### src/logic/drs_pkg.sv
// constants and types shared by the read-only status register bank
package drs_pkg;

	// timing
	localparam int unsigned MCLK_HZ        = 40_000_000;
	localparam int unsigned END_TIME_US    = 62;
	localparam int unsigned END_CYCLES     = (MCLK_HZ / 1_000_000) * END_TIME_US;

	// register indices as used by the register load query (decimal 49 - 63)
	localparam logic [7:0] IDX_ANALOG_CMD  = 8'h31;
	localparam logic [7:0] IDX_PROG_LINE   = 8'h32;
	localparam logic [7:0] IDX_CURRENT     = 8'h33;
	localparam logic [7:0] IDX_REL_DIST    = 8'h34;
	localparam logic [7:0] IDX_ENCODER     = 8'h35;
	localparam logic [7:0] IDX_FAULT       = 8'h36;
	localparam logic [7:0] IDX_SENSOR_POS  = 8'h37;
	localparam logic [7:0] IDX_COND_CODE   = 8'h38;
	localparam logic [7:0] IDX_DRV_INPUTS  = 8'h39;
	localparam logic [7:0] IDX_ANALOG_ONE  = 8'h3A;
	localparam logic [7:0] IDX_ANALOG_TWO  = 8'h3B;
	localparam logic [7:0] IDX_TRAJ_POS    = 8'h3C;
	localparam logic [7:0] IDX_CTRL_MODE   = 8'h3D;
	localparam logic [7:0] IDX_VEL_STATE   = 8'h3E;
	localparam logic [7:0] IDX_RUN_PHASE   = 8'h3F;

	// analog scaling
	localparam logic signed [15:0] CMD_BIPOLAR_MAX = 16'sh7FF8;
	localparam logic signed [15:0] CMD_BIPOLAR_MIN = -16'sh7FF8;
	localparam logic signed [15:0] CMD_UNIPOLAR_FS = 16'sh3FFF;
	localparam logic signed [15:0] SHORT_MAX       = 16'sh7FFF;
	localparam logic signed [15:0] SHORT_MIN       = -16'sh8000;
	localparam logic [15:0]        ADC_MAX         = 16'h7FF8;
	localparam logic [15:0]        ADC_ZERO_VOLT   = 16'h3FFF;

	// condition code bit positions
	localparam int unsigned CC_TRUE = 0;
	localparam int unsigned CC_ZERO = 1;
	localparam int unsigned CC_POS  = 2;
	localparam int unsigned CC_NEG  = 3;
	localparam int unsigned CC_GT   = 4;
	localparam int unsigned CC_LT   = 5;
	localparam int unsigned CC_EQ   = 6;
	localparam int unsigned CC_NE   = 7;

	// input word layouts
	localparam int unsigned L0_IDX  = 0;
	localparam int unsigned L0_IN   = 1;
	localparam int unsigned L0_OUT  = 8;
	localparam int unsigned L1_IN   = 0;
	localparam int unsigned L1_OUT  = 8;
	localparam int unsigned L1_IDX  = 12;
	localparam int unsigned L2_IDX  = 0;
	localparam int unsigned L2_STEP = 1;
	localparam int unsigned L2_DIR  = 2;
	localparam int unsigned L2_EN   = 3;
	localparam int unsigned L2_OUT  = 8;
	localparam int unsigned L3_IN   = 0;
	localparam int unsigned L3_OUT  = 8;
	localparam int unsigned L3_IDX  = 14;

	// reset values
	localparam logic [31:0] POS_RESET = 32'h0000_0000;
	localparam logic [7:0]  CC_RESET  = 8'h00;

	typedef enum logic [2:0] {
		VS_WAITING  = 3'b000,
		VS_RUNNING  = 3'b001,
		VS_FAST     = 3'b010,
		VS_STOPPING = 3'b011,
		VS_ENDING   = 3'b100
	} drs_vel_t;

endpackage

### src/logic/drs_status_bank.sv
// read-only status register bank answering register load queries
`timescale 1ns/1ps
`default_nettype none
module drs_status_bank import drs_pkg::*; #(
	parameter bit          BIPOLAR    = 1'b1, // bipolar analog command
	parameter bit          REL_AT_END = 1'b0, // relative distance at end
	parameter int unsigned IO_LAYOUT  = 1,    // input word layout 0..3
	parameter int unsigned END_LEN    = END_CYCLES
) (
	input  wire logic        mclk,              // 40 MHz clock
	input  wire logic        sys_rst,           // async reset, high
	input  wire logic        ce,                // clock enable
	input  wire logic        query_valid,       // register upload request
	input  wire logic  [7:0] query_index,       // register number
	input  wire logic        load_valid,        // load attempt
	input  wire logic  [7:0] load_index,        // load target number
	output logic             answer_valid,      // answer pulse
	output logic             answer_known,      // index was mapped
	output logic      [31:0] answer_data,       // answer value
	output logic             load_ack,          // load taken, no error
	input  wire logic [15:0] analog_cmd_raw,    // signed converter value
	input  wire logic [15:0] analog_offset_command, // signed offset
	input  wire logic  [5:0] program_line,      // executing line
	input  wire logic [15:0] current_command,   // 0.01 A units
	input  wire logic [31:0] fault_in,          // fault bits
	input  wire logic  [7:0] control_mode,      // mode number
	input  wire logic  [3:0] run_phase,         // point-to-point state
	input  wire logic        traj_step,         // trajectory step
	input  wire logic        traj_dir,          // 1 counts down
	input  wire logic        enc_step,          // encoder count
	input  wire logic        enc_dir,           // 1 counts down
	input  wire logic        encoder_preset_command, // preset strobe
	input  wire logic [31:0] encoder_preset_value,   // preset value
	input  wire logic        set_position,      // position preset
	input  wire logic [31:0] set_position_value, // preset value
	input  wire logic        rel_move_start,    // relative move begins
	input  wire logic        rel_move_done,     // relative move ends
	input  wire logic        sensor_move_active, // sensor-type move
	input  wire logic        sensor_pin,        // sensor input pin
	input  wire logic        test_exec,         // test or compare runs
	input  wire logic [31:0] test_first,        // first operand signed
	input  wire logic [31:0] test_second,       // second operand signed
	input  wire logic  [7:0] inputs_closed_pin, // isolated inputs closed
	input  wire logic        index_closed_pin,  // encoder index
	input  wire logic        step_closed_pin,   // step input
	input  wire logic        dir_closed_pin,    // direction input
	input  wire logic        en_closed_pin,     // enable input
	input  wire logic  [3:0] outputs_closed,    // output states, 1 closed
	input  wire logic [15:0] adc1_raw,          // analog input one
	input  wire logic [15:0] adc2_raw,          // analog input two
	input  wire logic        jog_start,         // jog begins
	input  wire logic        fast_stop,         // fast halt
	input  wire logic        decel_stop,        // decelerating halt
	input  wire logic        motor_stopped      // motion reached zero
);
	typedef struct packed {
		logic [12:0] sync1;
		logic [12:0] sync2;
		logic        sens_prev;
		logic [15:0] analog_cmd;
		logic [31:0] enc;
		logic [31:0] traj;
		logic [31:0] rel;
		logic [31:0] rel_base;
		logic        rel_moving;
		logic [15:0] sensor_pos;
		logic  [7:0] cc;
		logic [15:0] io_word;
		logic [15:0] adc1;
		logic [15:0] adc2;
		logic        ans_valid;
		logic        ans_known;
		logic        load_ack;
		logic [31:0] ans_data;
	} drs_bank_t;

	drs_bank_t   st, next_st;
	logic  [2:0] vel_code;
	logic [12:0] pins;
	logic [15:0] io_next;
	logic  [7:0] in_open;
	logic        idx_open;

	if (IO_LAYOUT > 3) begin : bad_layout
		$error("IO_LAYOUT must be 0 to 3");
	end

	drs_vel_state #(.END_LEN(END_LEN)) u_vel (
		.mclk          (mclk),
		.sys_rst       (sys_rst),
		.ce            (ce),
		.jog_start     (jog_start),
		.fast_stop     (fast_stop),
		.decel_stop    (decel_stop),
		.motor_stopped (motor_stopped),
		.state_code    (vel_code)
	);

	// every pin goes through two flops before use
	assign pins = {sensor_pin, en_closed_pin, dir_closed_pin,
		step_closed_pin, index_closed_pin, inputs_closed_pin};
	assign in_open  = ~st.sync2[7:0];
	assign idx_open = ~st.sync2[8];

	function automatic logic [15:0] cmd_scale(input logic [15:0] raw,
		input logic [15:0] ofs);
		logic signed [16:0] sum;
		sum = $signed({raw[15], raw}) + $signed({ofs[15], ofs});
		if (BIPOLAR) begin
			if (sum > 17'(CMD_BIPOLAR_MAX)) return CMD_BIPOLAR_MAX;
			if (sum < 17'(CMD_BIPOLAR_MIN)) return CMD_BIPOLAR_MIN;
		end else begin
			// unipolar may leave 0..16383 through the offset
			if (sum > 17'(SHORT_MAX)) return SHORT_MAX;
			if (sum < 17'(SHORT_MIN)) return SHORT_MIN;
		end
		return sum[15:0];
	endfunction

	function automatic logic [15:0] adc_clamp(input logic [15:0] raw);
		return (raw > ADC_MAX) ? ADC_MAX : raw;
	endfunction

	always_comb begin
		io_next = 16'h0000;
		unique case (IO_LAYOUT)
			0: begin
				io_next[L0_IDX]        = idx_open;
				io_next[L0_IN +: 7]    = in_open[6:0];
				io_next[L0_OUT +: 3]   = outputs_closed[2:0];
			end
			1: begin
				io_next[L1_IN +: 8]    = in_open;
				io_next[L1_OUT +: 4]   = outputs_closed;
				io_next[L1_IDX]        = idx_open;
			end
			2: begin
				io_next[L2_IDX]        = idx_open;
				io_next[L2_STEP]       = ~st.sync2[9];
				io_next[L2_DIR]        = ~st.sync2[10];
				io_next[L2_EN]         = ~st.sync2[11];
				io_next[L2_OUT]        = outputs_closed[0];
			end
			default: begin
				io_next[L3_IN +: 4]    = in_open[3:0];
				io_next[L3_OUT +: 2]   = outputs_closed[1:0];
				io_next[L3_IDX]        = idx_open;
			end
		endcase
	end

	always_comb begin
		logic signed [31:0] a;
		logic signed [31:0] b;
		a = $signed(test_first);
		b = $signed(test_second);
		next_st = st;
		if (ce) begin
			next_st.ans_valid = 1'b0;
			next_st.load_ack  = 1'b0;
			next_st.sync1     = pins;
			next_st.sync2     = st.sync1;
			next_st.sens_prev = st.sync2[12];
			next_st.analog_cmd = cmd_scale(analog_cmd_raw,
				analog_offset_command);
			next_st.io_word   = io_next;
			next_st.adc1      = adc_clamp(adc1_raw);
			next_st.adc2      = adc_clamp(adc2_raw);

			if (encoder_preset_command) begin
				next_st.enc = encoder_preset_value;
			end else if (enc_step) begin
				next_st.enc = enc_dir ? st.enc - 32'h0000_0001
					: st.enc + 32'h0000_0001;
			end

			if (set_position) begin
				next_st.traj = set_position_value;
			end else if (traj_step) begin
				next_st.traj = traj_dir ? st.traj - 32'h0000_0001
					: st.traj + 32'h0000_0001;
			end

			if (rel_move_start) begin
				next_st.rel_base   = st.traj;
				next_st.rel_moving = 1'b1;
				if (!REL_AT_END) begin
					next_st.rel = 32'h0000_0000;
				end
			end else if (st.rel_moving) begin
				if (rel_move_done) begin
					next_st.rel_moving = 1'b0;
					next_st.rel = st.traj - st.rel_base;
				end else if (!REL_AT_END) begin
					next_st.rel = st.traj - st.rel_base;
				end
			end

			// rising edge of the synchronised sensor input
			if (sensor_move_active && st.sync2[12] && !st.sens_prev) begin
				next_st.sensor_pos = st.traj[15:0];
			end

			if (test_exec) begin
				next_st.cc          = CC_RESET;
				next_st.cc[CC_TRUE] = (a != 0);
				next_st.cc[CC_ZERO] = (a == 0);
				next_st.cc[CC_POS]  = (a > 0);
				next_st.cc[CC_NEG]  = (a < 0);
				next_st.cc[CC_GT]   = (a > b);
				next_st.cc[CC_LT]   = (a < b);
				next_st.cc[CC_EQ]   = (a == b);
				next_st.cc[CC_NE]   = (a != b);
			end

			// loads are acknowledged but never reach a register
			if (load_valid) begin
				next_st.load_ack = 1'b1;
			end

			if (query_valid) begin
				next_st.ans_valid = 1'b1;
				next_st.ans_known = 1'b1;
				unique case (query_index)
					IDX_ANALOG_CMD: next_st.ans_data = {16'h0000, st.analog_cmd};
					IDX_PROG_LINE:  next_st.ans_data =
						{26'h000_0000, program_line};
					IDX_CURRENT:    next_st.ans_data =
						{16'h0000, current_command};
					IDX_REL_DIST:   next_st.ans_data = st.rel;
					IDX_ENCODER:    next_st.ans_data = st.enc;
					IDX_FAULT:      next_st.ans_data = fault_in;
					IDX_SENSOR_POS: next_st.ans_data = {16'h0000, st.sensor_pos};
					IDX_COND_CODE:  next_st.ans_data = {24'h00_0000, st.cc};
					IDX_DRV_INPUTS: next_st.ans_data = {16'h0000, st.io_word};
					IDX_ANALOG_ONE: next_st.ans_data = {16'h0000, st.adc1};
					IDX_ANALOG_TWO: next_st.ans_data = {16'h0000, st.adc2};
					IDX_TRAJ_POS:   next_st.ans_data = st.traj;
					IDX_CTRL_MODE:  next_st.ans_data = {24'h00_0000, control_mode};
					IDX_VEL_STATE:  next_st.ans_data = {29'h0000_0000, vel_code};
					IDX_RUN_PHASE:  next_st.ans_data = {28'h000_0000, run_phase};
					default: begin
						next_st.ans_known = 1'b0;
						next_st.ans_data  = 32'h0000_0000;
					end
				endcase
			end
		end
	end

	always_ff @(posedge mclk or posedge sys_rst) begin
		if (sys_rst) begin
			st <= '0;
		end else begin
			st <= next_st;
		end
	end

	assign answer_valid = st.ans_valid;
	assign answer_known = st.ans_known;
	assign answer_data  = st.ans_data;
	assign load_ack     = st.load_ack;
endmodule // drs_status_bank
`default_nettype wire

### src/logic/drs_vel_state.sv
// velocity move state tracker with timed end-of-move cleanup
`timescale 1ns/1ps
`default_nettype none
module drs_vel_state import drs_pkg::*; #(
	parameter int unsigned END_LEN = END_CYCLES
) (
	input  wire logic       mclk,          // 40 MHz clock
	input  wire logic       sys_rst,       // async reset, high
	input  wire logic       ce,            // clock enable
	input  wire logic       jog_start,     // jog begins
	input  wire logic       fast_stop,     // halt without decel
	input  wire logic       decel_stop,    // decelerating halt
	input  wire logic       motor_stopped, // motion reached zero
	output logic      [2:0] state_code     // velocity state number
);
	typedef struct packed {
		drs_vel_t    state;
		logic [11:0] cnt;
	} drs_vel_st_t;

	drs_vel_st_t st, next_st;

	if (END_LEN < 1 || END_LEN > 4096) begin : bad_cfg
		$error("END_LEN outside counter range");
	end

	always_comb begin
		next_st = st;
		if (ce) begin
			unique case (st.state)
				VS_WAITING: if (jog_start) begin
					next_st.state = VS_RUNNING;
				end
				VS_RUNNING: if (fast_stop) begin
					next_st.state = VS_FAST;
				end else if (decel_stop) begin
					next_st.state = VS_STOPPING;
				end
				VS_FAST, VS_STOPPING: if (motor_stopped) begin
					next_st.state = VS_ENDING;
					next_st.cnt   = '0;
				end
				VS_ENDING: begin
					// cleanup lasts one pwm period, then back to waiting
					if (st.cnt == 12'(END_LEN - 1)) begin
						next_st.state = VS_WAITING;
					end else begin
						next_st.cnt = st.cnt + 12'h001;
					end
				end
				default: next_st.state = VS_WAITING;
			endcase
		end
	end

	always_ff @(posedge mclk or posedge sys_rst) begin
		if (sys_rst) begin
			st <= '{state: VS_WAITING, cnt: 12'h000};
		end else begin
			st <= next_st;
		end
	end

	assign state_code = st.state;
endmodule // drs_vel_state
`default_nettype wire

### config.mk
export PLATFORM = sky130hd
export DESIGN_NAME = drs_status_bank
export DESIGN_NICKNAME = d
export VERILOG_FILES = /design/src/logic/drs_pkg.sv /design/src/logic/drs_status_bank.sv /design/src/logic/drs_vel_state.sv
export SDC_FILE = /design/constraint.sdc
export NUM_CORES = 1
export LEC_CHECK = 0
export ABC_CLOCK_PERIOD_IN_PS = 9600
export BUFFER_PORTS_ARGS = -buffer_cell sky130_fd_sc_hd__buf_2
export CORE_MARGIN = 2
export CORE_UTILIZATION = 52
export DETAILED_ROUTE_END_ITERATION = 8
export PLACE_DENSITY_LB_ADDON = 0.12
export SLEW_MARGIN = 20
export SYNTH_ARGS = -nofsm -noshare
export SYNTH_HDL_FRONTEND = slang
export SYNTH_SLANG_ARGS = --single-unit
### constraint.sdc
create_clock -name mclk -period 9.6 [get_ports mclk]
set_clock_uncertainty 0.15 [all_clocks]
set_input_delay 0.96 -clock mclk [delete_from_list [all_inputs] [get_ports mclk]]
set_output_delay 0.96 -clock mclk [all_outputs]
set_load 0.01 [all_outputs]
* Word-level counts from Yosys, hierarchy flattened
Cells that the tools add are included.
Storage, ports and cells: flip-flop bits (word level) 291, bits of input ports 310, output and inout port bits 35, word-level logic and storage cells 119
Operators by class: add/subtract/negate cells 7, magnitude comparators 8, eq/ne operators 27, muxes and demuxes 34, bitwise logic cells 2, reduce and logical (&&, ||, !) cells 21
Operators with widths (count):
- $pmux W32 S15 | 1
- $mux W32 | 8
- $eq A8 B6 Y1 const B | 15
- $mux W16 | 6
- $add A32 B1 Y32 const B | 2
- $sub A32 B1 Y32 const B | 2
- $eq A32 B32 Y1 | 1
- $gt A16 B15 Y1 const B | 2
- $gt A32 B1 Y1 const B | 1
- $gt A32 B32 Y1 | 1
- $logic_not A32 Y1 | 1
- $lt A32 B1 Y1 const B | 1
- $lt A32 B32 Y1 | 1
- $ne A32 B32 Y1 | 1
- $reduce_bool A32 Y1 | 1
- $sub A32 B32 Y32 | 1
- $pmux W12 S2 | 1
- $add A16 B16 Y17 | 1
- $gt A17 B16 Y1 const B | 1
- $lt A17 B16 Y1 const B | 1
- $mux W15 | 1
- $reduce_or A15 Y1 | 1
- $reduce_and A2 Y1 | 7
- $add A12 B1 Y12 const B | 1
- other kinds (21) | 40

* Longest topological paths before layout
Gate-level depths: netlist of run 1.
depth in word-level cells 7, mapped depth 14, depth with buffers taken out 14

* Modules after synthesis
A second synthesis of run 1 with hierarchy kept.
Second synthesis, totals: cells, all modules 2189, area total of the unflattened synthesis 19857.8 um^2
Modules (own cells, without submodules):
- drs_status_bank | times used 1, cells an instance 2089, area each 18858.1 um^2, seq. area each 6756.5 um^2
- drs_vel_state | times used 1, cells an instance 100, area each 999.7 um^2, seq. area each 375.4 um^2

* Worst setup path after synthesis of run 1
Ideal clock, no wire load.
path kind input port to flip-flop, start input analog_cmd_raw[0], end register st[236] in the netlist's numbering, setup time 0.121 ns, data arrival time 4.088 ns, data required time 9.329 ns, slack 5.241 ns, stages on the path 12, path buffers 0, cells stage by stage ha_1 fa_1 a21oi_1 o21bai_1 xor2_1 nand4_1 or4b_1 or4_1 o41a_1 mux2_2 and2_4 a22o_1
On the way: cells in the longest elaborated chain, start to end 7, elaborated cells between the ends (all ways) 11, classes of those cells add/sub (1); order compare (2); mux (8)
RTL lines:
- from (decl) | line drs_status_bank.sv:21 | input wire logic [15:0] analog_cmd_raw,
- $add A16 B16 Y17 * | line drs_status_bank.sv:108 | sum = $signed({raw[15], raw}) + $signed({ofs[15], ofs});
- $gt A17 B16 Y1 | line drs_status_bank.sv:110 | if (sum > 17'(CMD_BIPOLAR_MAX)) return CMD_BIPOLAR_MAX;
- $mux W1 | line drs_status_bank.sv:110
- $mux W1 | line drs_status_bank.sv:158 | if (ce) begin
- $mux W1 | line drs_status_bank.sv:111 | if (sum < 17'(CMD_BIPOLAR_MIN)) return CMD_BIPOLAR_MIN;
- $mux W1 | line drs_status_bank.sv:158
- $mux W16 * | line drs_status_bank.sv:117 | return sum[15:0];
- to (signal assigned) | line drs_status_bank.sv:255 | st <= next_st;
- to (decl) | line drs_status_bank.sv:77 | drs_bank_t st, next_st;
Mark *: on every way between the ends. The rest lies on a longest branch, timed or not. The select of a mux whose other input is x is not followed. A chain may end at the register's enable or synchronous reset.

* Worst setup path after layout of run 1
start input enc_dir, end register st[232] in the netlist's numbering
On the way: cells in the longest elaborated chain, start to end 3
RTL lines:
- from (decl) | line drs_status_bank.sv:31 | input wire logic enc_dir,
- $mux W32 | line drs_status_bank.sv:173 | next_st.enc = enc_dir ? st.enc - 32'h0000_0001
- $mux W32 | line drs_status_bank.sv:172 | end else if (enc_step) begin
- $mux W32 | line drs_status_bank.sv:170 | if (encoder_preset_command) begin
Every way passes these cells. The select of a mux whose other input is x is not followed.

==> results of run 1 <==
## per-stage QoR
step / util, % / worst slack [ns]
floorplan: - / 0.626
global placement: 57.4 / 4.90
detailed placement: 57.4 / 4.81
CTS: 60.6 / 5.33
global route: 60.7 / 4.93
finish: 60.7 / 5.22
## layer usage
| layer | global-route usage, % | share of wire (%) |
|---|---|---|
| met1 | 42.0 | 43 |
| met4 | 10.6 | 3.3 |
| met3 | 4.70 | 7.5 |
| met2 | 51.3 | 47 |
| met5 | 0 | 0 |
## report_power, final
group	leakage, nW	switching [mW]	internal, mW	total, mW
Combinational	6.70	1.10	0.878	1.98
Clock	0.588	0.531	0.843	1.37
Sequential	3.49	0.278	1.47	1.75
Total	10.8	1.91	3.19	5.10
## how the worst min path moves through the flow
stage	endpoint	slack (ns)	depth (start not counted)
4_1_cts	st[72]	0.29	1
3_3_place_gp	st[70]	0.28	1
6_report	st[72]	0.29	1
3_5_place_dp	st[72]	0.29	1
5_1_grt	st[73]	0.31	1
2_1_floorplan	st[67]	0.27	1
## sequential cells by signal (all words and copies together) (netlist names)
signal	flops
st	235
answer_valid	1
u_vel.state_code	3
answer_known	1
load_ack	1
u_vel.st	12
answer_data	32
## final cells by class
type / count / area [um2]
multi-input combinational: 1641 / 11400
inverter: 126 / 480
timing repair buffer: 356 / 1850
antenna: 10 / 25.0
clock buffer: 48 / 1050
tap: 474 / 593
clock inverter: 13 / 151
sequential: 285 / 7130
fill: 3337 / 14700
## cell families (layout without fill, tap and decap cells)
kind of cell,count (synthesis),after routing,share of synthesized area [%]
compound gates,706,706,23.8
simple gates,581,581,13.9
other cells,0,10,0
xor+xnor,85,85,3.81
buf+inv,254,543,5.49
flops,285,285,36.5
fa+ha+maj,146,146,9.47
mux,123,123,7.01
## placed cells by master (no fill, tap or decap), types with 11 or more instances in the layout
cell / Yosys / final
nor2b_1: 24 / 24
a222oi_1: 11 / 11
o21ai_0: 182 / 181
nand3_1: 40 / 40
a221oi_1: 17 / 17
a21o_1: 68 / 68
a21oi_1: 153 / 153
clkbuf_16: 0 / 37
nand4_1: 34 / 34
o21bai_1: 15 / 15
nand2_1: 202 / 202
mux2_2: 81 / 81
o22a_1: 35 / 35
nor4_1: 11 / 11
inv_1: 126 / 125
o21a_1: 28 / 28
nor3_1: 42 / 41
a22o_1: 13 / 13
nor2_1: 148 / 148
a31oi_1: 25 / 25
a22oi_1: 32 / 32
buf_4: 32 / 23
xnor2_1: 39 / 39
xor2_1: 46 / 46
mux2i_1: 39 / 39
a211oi_1: 22 / 22
nand2b_1: 13 / 13
dfrtp_1: 285 / 285
and3_1: 17 / 17
ha_1: 140 / 140
o211ai_1: 11 / 11
buf_2: 0 / 332
## worst reg2reg max path, delay by kind of cell, from the launching register on
kind | cells | cell delay [ns]
adders and majority gates | 1 | 0.35
and+or+nand+nor | 2 | 0.26
AOI/OAI and AO/OA | 8 | 2.53
DFF | 1 | 0.46
==> impl_metrics.yaml, run 1 <==
drt:
  vias: 17800
  wire_per_inst_um: 20.6
  dr.pass1.iters: 6
  wl_um: 60900
  drt_iter0_markers: 1312
  vias_per_cell: 6.04
  ant_nets: 0
  drc: 0
timing:
  rsz0062_at_grt: "false"
  fin_crit_ns: 4.38
  timing.hold.ws_ns: 0.293
  fin_setup_tns_ns: 0
  clock.fmax_mhz: 228
  tightestPinTransition_ns: 1.10
  finalCritPeriodShare_pct: 45.6
  timing.final.hold_violations: 0
  drv_slew: 0
  setup-violations-final: 0
  slew_headroom_pct: 26.1
worst_setup_path:
  critical_path_class: "in -> reg"
  cp_max_fo: 31
  crit_end: "st[232]"
  end_kind: "flop"
  cp-start-kind: "input port"
  path_common_cell: "o21ai_0"
  reg2regPathDepth: 11
  cp_cell_sequence: "buf_2, ha_1, nor2b_1, o21a_1, o21ai_0, a311o_1, a211oi_1, o31ai_1, o21ai_0, a2111oi_0, a31oi_1, nand3_1"
  critPathBufInv: 1
  cp_top_family: "compound AO/OA/AOI/OAI gates"
  rr_startpoint: "st[206]"
  slowest_stage: "o31ai_1"
  arrival_ns: 4.68
  critical_path.max_stage_delay_ns: 0.72
  r2r-end: "st[232]"
  cp.depth: 12
  cp-startpoint: "enc_dir"
  reg2reg_slack_ns: 5.79
  critPathRequiredTime_ns: 9.90
synth:
  ys_top_cells_by_area: "dfrtp_1 (36%), ha_1 (9.0%), mux2_2 (4.7%), o21ai_0 (4.7%), a21oi_1 (3.9%)"
  ys_seq_elements: 285
  synth_top_area_share_pct: 36.5
  yosysWarnings: 0
  ys.flop_type: "dfrtp_1"
  syn_inst: 2180
  async_reset_ff_share_pct: 100
  syn_nets: 2634
  syn_area_per_cell_um2: 8.97
  synth_top_cell_by_area: "dfrtp_1"
  netlist_top_cells_count: "dfrtp_1 (285), nand2_1 (202), o21ai_0 (182)"
  synthDistinctLibCells: 81
  synth_edf_count: 0
  syn_area_mm2: 0.0195
  synth.most_common_cell: "dfrtp_1"
  seq_area_frac_synth_pct: 36.5
global_route:
  antenna_found_initial: 8
  grt_pass1_vias: 17100
  grt-ovfl-total: 0
  grt_use_total_pct: 31.1
  grt_max_degree: 162
  grt_first_pass_wirelength_um: 94900
die:
  rows: 71
  start_util_pct: 52.4
  die_h_um: 198
  die_w_um: 198
  dieArea_mm2: 0.0392
  num_io_pins: 345
  coreArea_mm2: 0.0373
power:
  power_density_mw_per_mm2: 225
  p_leak_nw: 10.8
  power_mw: 5.10
  worst_ir_drop_vdd_uv: 104
clock_tree:
  clk_latency_ns: 0.53
  cts_resized: 0
  cts_buffers: 34
  cts_sinks: 285
  clkTransAtPathRegs_ns: 0.06
  cts_tree: "done"
  htreeDepth: 2
  cts_setup_buffers: 0
  ctsHoldBuffers: 0
  cts_root_buf: "clkbuf_16"
  clk_path_buf_depth: 3
layout:
  area_growth_pct: 15.9
  fin_cells: 2953
  drive_gt1_share_pct: 21.1
  fin_area_mm2: 0.0227
  fin_nets: 2898
hold_path:
  hold_start: "st[258]"
  hp-class: "reg -> reg"
placement:
  hpwlAfterDp_um: 46300
  dpl_cell_area_mm2: 0.0214
  place_congestion: 0.912
  io_buffers: 333
  place_inst: 2882
run:
  maxCapViolCount: 0
outcome:
  status: "complete, no violations"
No activity file was read; power rests on OpenSTA's default activity.
==> run 2, diff against run 1 <==
--- a/config.mk
+++ b/config.mk
@@ -5,10 +5,10 @@
 export SDC_FILE = /design/constraint.sdc
 export NUM_CORES = 1
 export LEC_CHECK = 0
-export ABC_CLOCK_PERIOD_IN_PS = 9600
+export ABC_CLOCK_PERIOD_IN_PS = 4200
 export BUFFER_PORTS_ARGS = -buffer_cell sky130_fd_sc_hd__buf_2
 export CORE_MARGIN = 2
-export CORE_UTILIZATION = 52
+export CORE_UTILIZATION = 58
 export DETAILED_ROUTE_END_ITERATION = 8
 export PLACE_DENSITY_LB_ADDON = 0.12
 export SLEW_MARGIN = 20
==> constraint.sdc (replaced) <==
create_clock -name mclk -period 4.2 [get_ports mclk]
set_clock_uncertainty 0.15 [all_clocks]
set_input_delay 0.42 -clock mclk [delete_from_list [all_inputs] [get_ports mclk]]
set_output_delay 0.42 -clock mclk [all_outputs]
set_load 0.01 [all_outputs]
==> impl_metrics.yaml, run 2 (synthesized netlist as in run 1, its figures left out) <==
drt:
  vias_per_cell: 6.17
  drt_iter0_markers: 1357
  wl_um: 60700
  vias: 18200
  dr.pass1.iters: 8
  wire_per_inst_um: 20.6
  ant_nets: 0
  drc: 0
placement:
  place_inst: 2872
  io_buffers: 333
  dpl_cell_area_mm2: 0.0215
  place_congestion: 0.925
  hpwlAfterDp_um: 45900
  place_worst_setup_slack_ns: 0.0511
power:
  p_leak_nw: 10.9
  power_density_mw_per_mm2: 504
  worst_ir_drop_vdd_uv: 304
global_route:
  grt_max_degree: 146
  grt_use_total_pct: 34.2
  grt_first_pass_wirelength_um: 95600
  grt-ovfl-total: 0
  grt_pass1_vias: 17900
  antenna_found_initial: 7
worst_setup_path:
  reg2reg_slack_ns: 0.47
  critPathRequiredTime_ns: 4.44
  arrival_ns: 3.98
  cp_max_fo: 6
  cp-start-kind: "flop"
  reg2regPathDepth: 14
  rr_startpoint: "st[172]"
  cp_cell_sequence: "inv_1, ha_1, inv_1, fa_1, a21o_1, a21oi_1, o21bai_1, a21o_1, a22oi_1, o211ai_1, a31oi_1, o21ai_0, xnor2_1, o21ai_0"
  end_kind: "flop"
  slowest_stage: "dfrtp_1"
  r2r-end: "st[170]"
  critical_path.max_stage_delay_ns: 0.47
  critical_path_class: "reg -> reg"
timing:
  fin_setup_tns_ns: 0
  finalCritPeriodShare_pct: 88.8
  tightestPinTransition_ns: 0.984
  drv_slew: 0
  timing.final.hold_violations: 0
  setup-violations-final: 0
  rsz0062_at_grt: "false"
  fin_ws_ns: 0.469
  clock.fmax_mhz: 268
  fin_crit_ns: 3.73
  slew_headroom_pct: 33.6
die:
  die_w_um: 188
  num_io_pins: 345
  die_h_um: 188
  start_util_pct: 58.6
  rows: 67
  coreArea_mm2: 0.0334
  dieArea_mm2: 0.0352
clock_tree:
  clk_path_buf_depth: 3
  clkTransAtPathRegs_ns: 0.06
  clk_latency_ns: 0.53
  cts_resized: 0
  cts_setup_buffers: 0
  cts_tree: "done"
  cts_root_buf: "clkbuf_16"
  cts_sinks: 285
  cts_buffers: 34
  htreeDepth: 2
hold_path:
  hold_depth: 2
  hold_start: "outputs_closed[0]"
  holdPathEnd: "st[75]"
  hp-class: "in -> reg"
layout:
  area_growth_pct: 16.8
  fill_cells: 2843
  regArea_mm2: 0.00713
  multi_input_area_mm2: 0.0114
  fin_nets: 2934
  fin_area_mm2: 0.0228
  layout_common_cells: "buf_2 (332), dfrtp_1 (285), nand2_1 (202), o21ai_0 (181), a21oi_1 (153)"
  largest_register_ffs: 235
  top_register: "st"
  drive_gt1_share_pct: 21.2
  fin_cells: 2952
  layout_commonest_cell: "buf_2"
outcome:
  status: "complete, no violations"
run:
  maxCapViolCount: 0
[run 2: how the worst max path moves through the flow]
stage / cells past startpoint / slack [ns] / startpoint / to
final: 14 / 0.47 / st[172] / st[170]
after floorplan: 1 / -0.15 / sys_rst / answer_data[0]
after global routing: 12 / 0.26 / st[173] / st[202]
after detailed placement: 14 / 0.05 / analog_cmd_raw[0] / st[236]
after CTS: 12 / 0.55 / st[173] / st[202]
after global placement: 14 / 0.06 / analog_cmd_raw[0] / st[238]
[run 2: final cells by class]
class                   instances  share of cell area [%]
diodes                          5                  0.0548
multi-input cells            1641                    49.8
clock buffers                  43                    4.14
well taps                     448                    2.45
flip-flops and latches        285                    31.2
repair buffers                392                    9.71
inverters                     126                    2.09
clock inverters                12                   0.564
[run 2: worst max-delay path: cells and delay by family, from the launching register on]
kind / cells / cell delay [ns]
fa+ha+maj: 2 / 0.59
flops: 1 / 0.47
buf+inv: 2 / 0.22
xor+xnor: 1 / 0.24
compound gates: 9 / 1.93
[run 2: repair_timing]
action | CTS | global route
endpoints found under the setup margin | 0 | 0
hold buffers | 19 | 0
hold endpoints to repair | 26 | 0
[run 2: power breakdown]
| group | switching [mW] | total [mW] | internal [mW] | leakage, nW |
|---|---|---|---|---|
| Sequential | 0.634 | 4.00 | 3.37 | 3.49 |
| Clock | 1.18 | 2.90 | 1.71 | 0.522 |
| Combinational | 2.57 | 4.62 | 2.05 | 6.87 |
| Total | 4.38 | 11.5 | 7.13 | 10.9 |
[run 2: stage by stage]
step / total power [mW] / hold WS (ns) / utilization (%)
3_3_place_gp: 8.39 / 0.237 / 64.5
2_1_floorplan: 7.23 / 0.267 / -
6_report: 11.5 / 0.00635 / 68.5
3_5_place_dp: 8.53 / 0.240 / 64.5
4_1_cts: 11.5 / 0.00131 / 68.3
5_1_grt: 12.3 / 0.00324 / 68.5
[run 2: metal layers]
layer  vias up  wire (um)  global-route usage, %
met2       762      28100                   56.2
met3       176       4760                   6.12
li1       8560          -                      -
met4         6       2630                   14.4
met5         -         43                      0
met1      8705      25100                   44.7
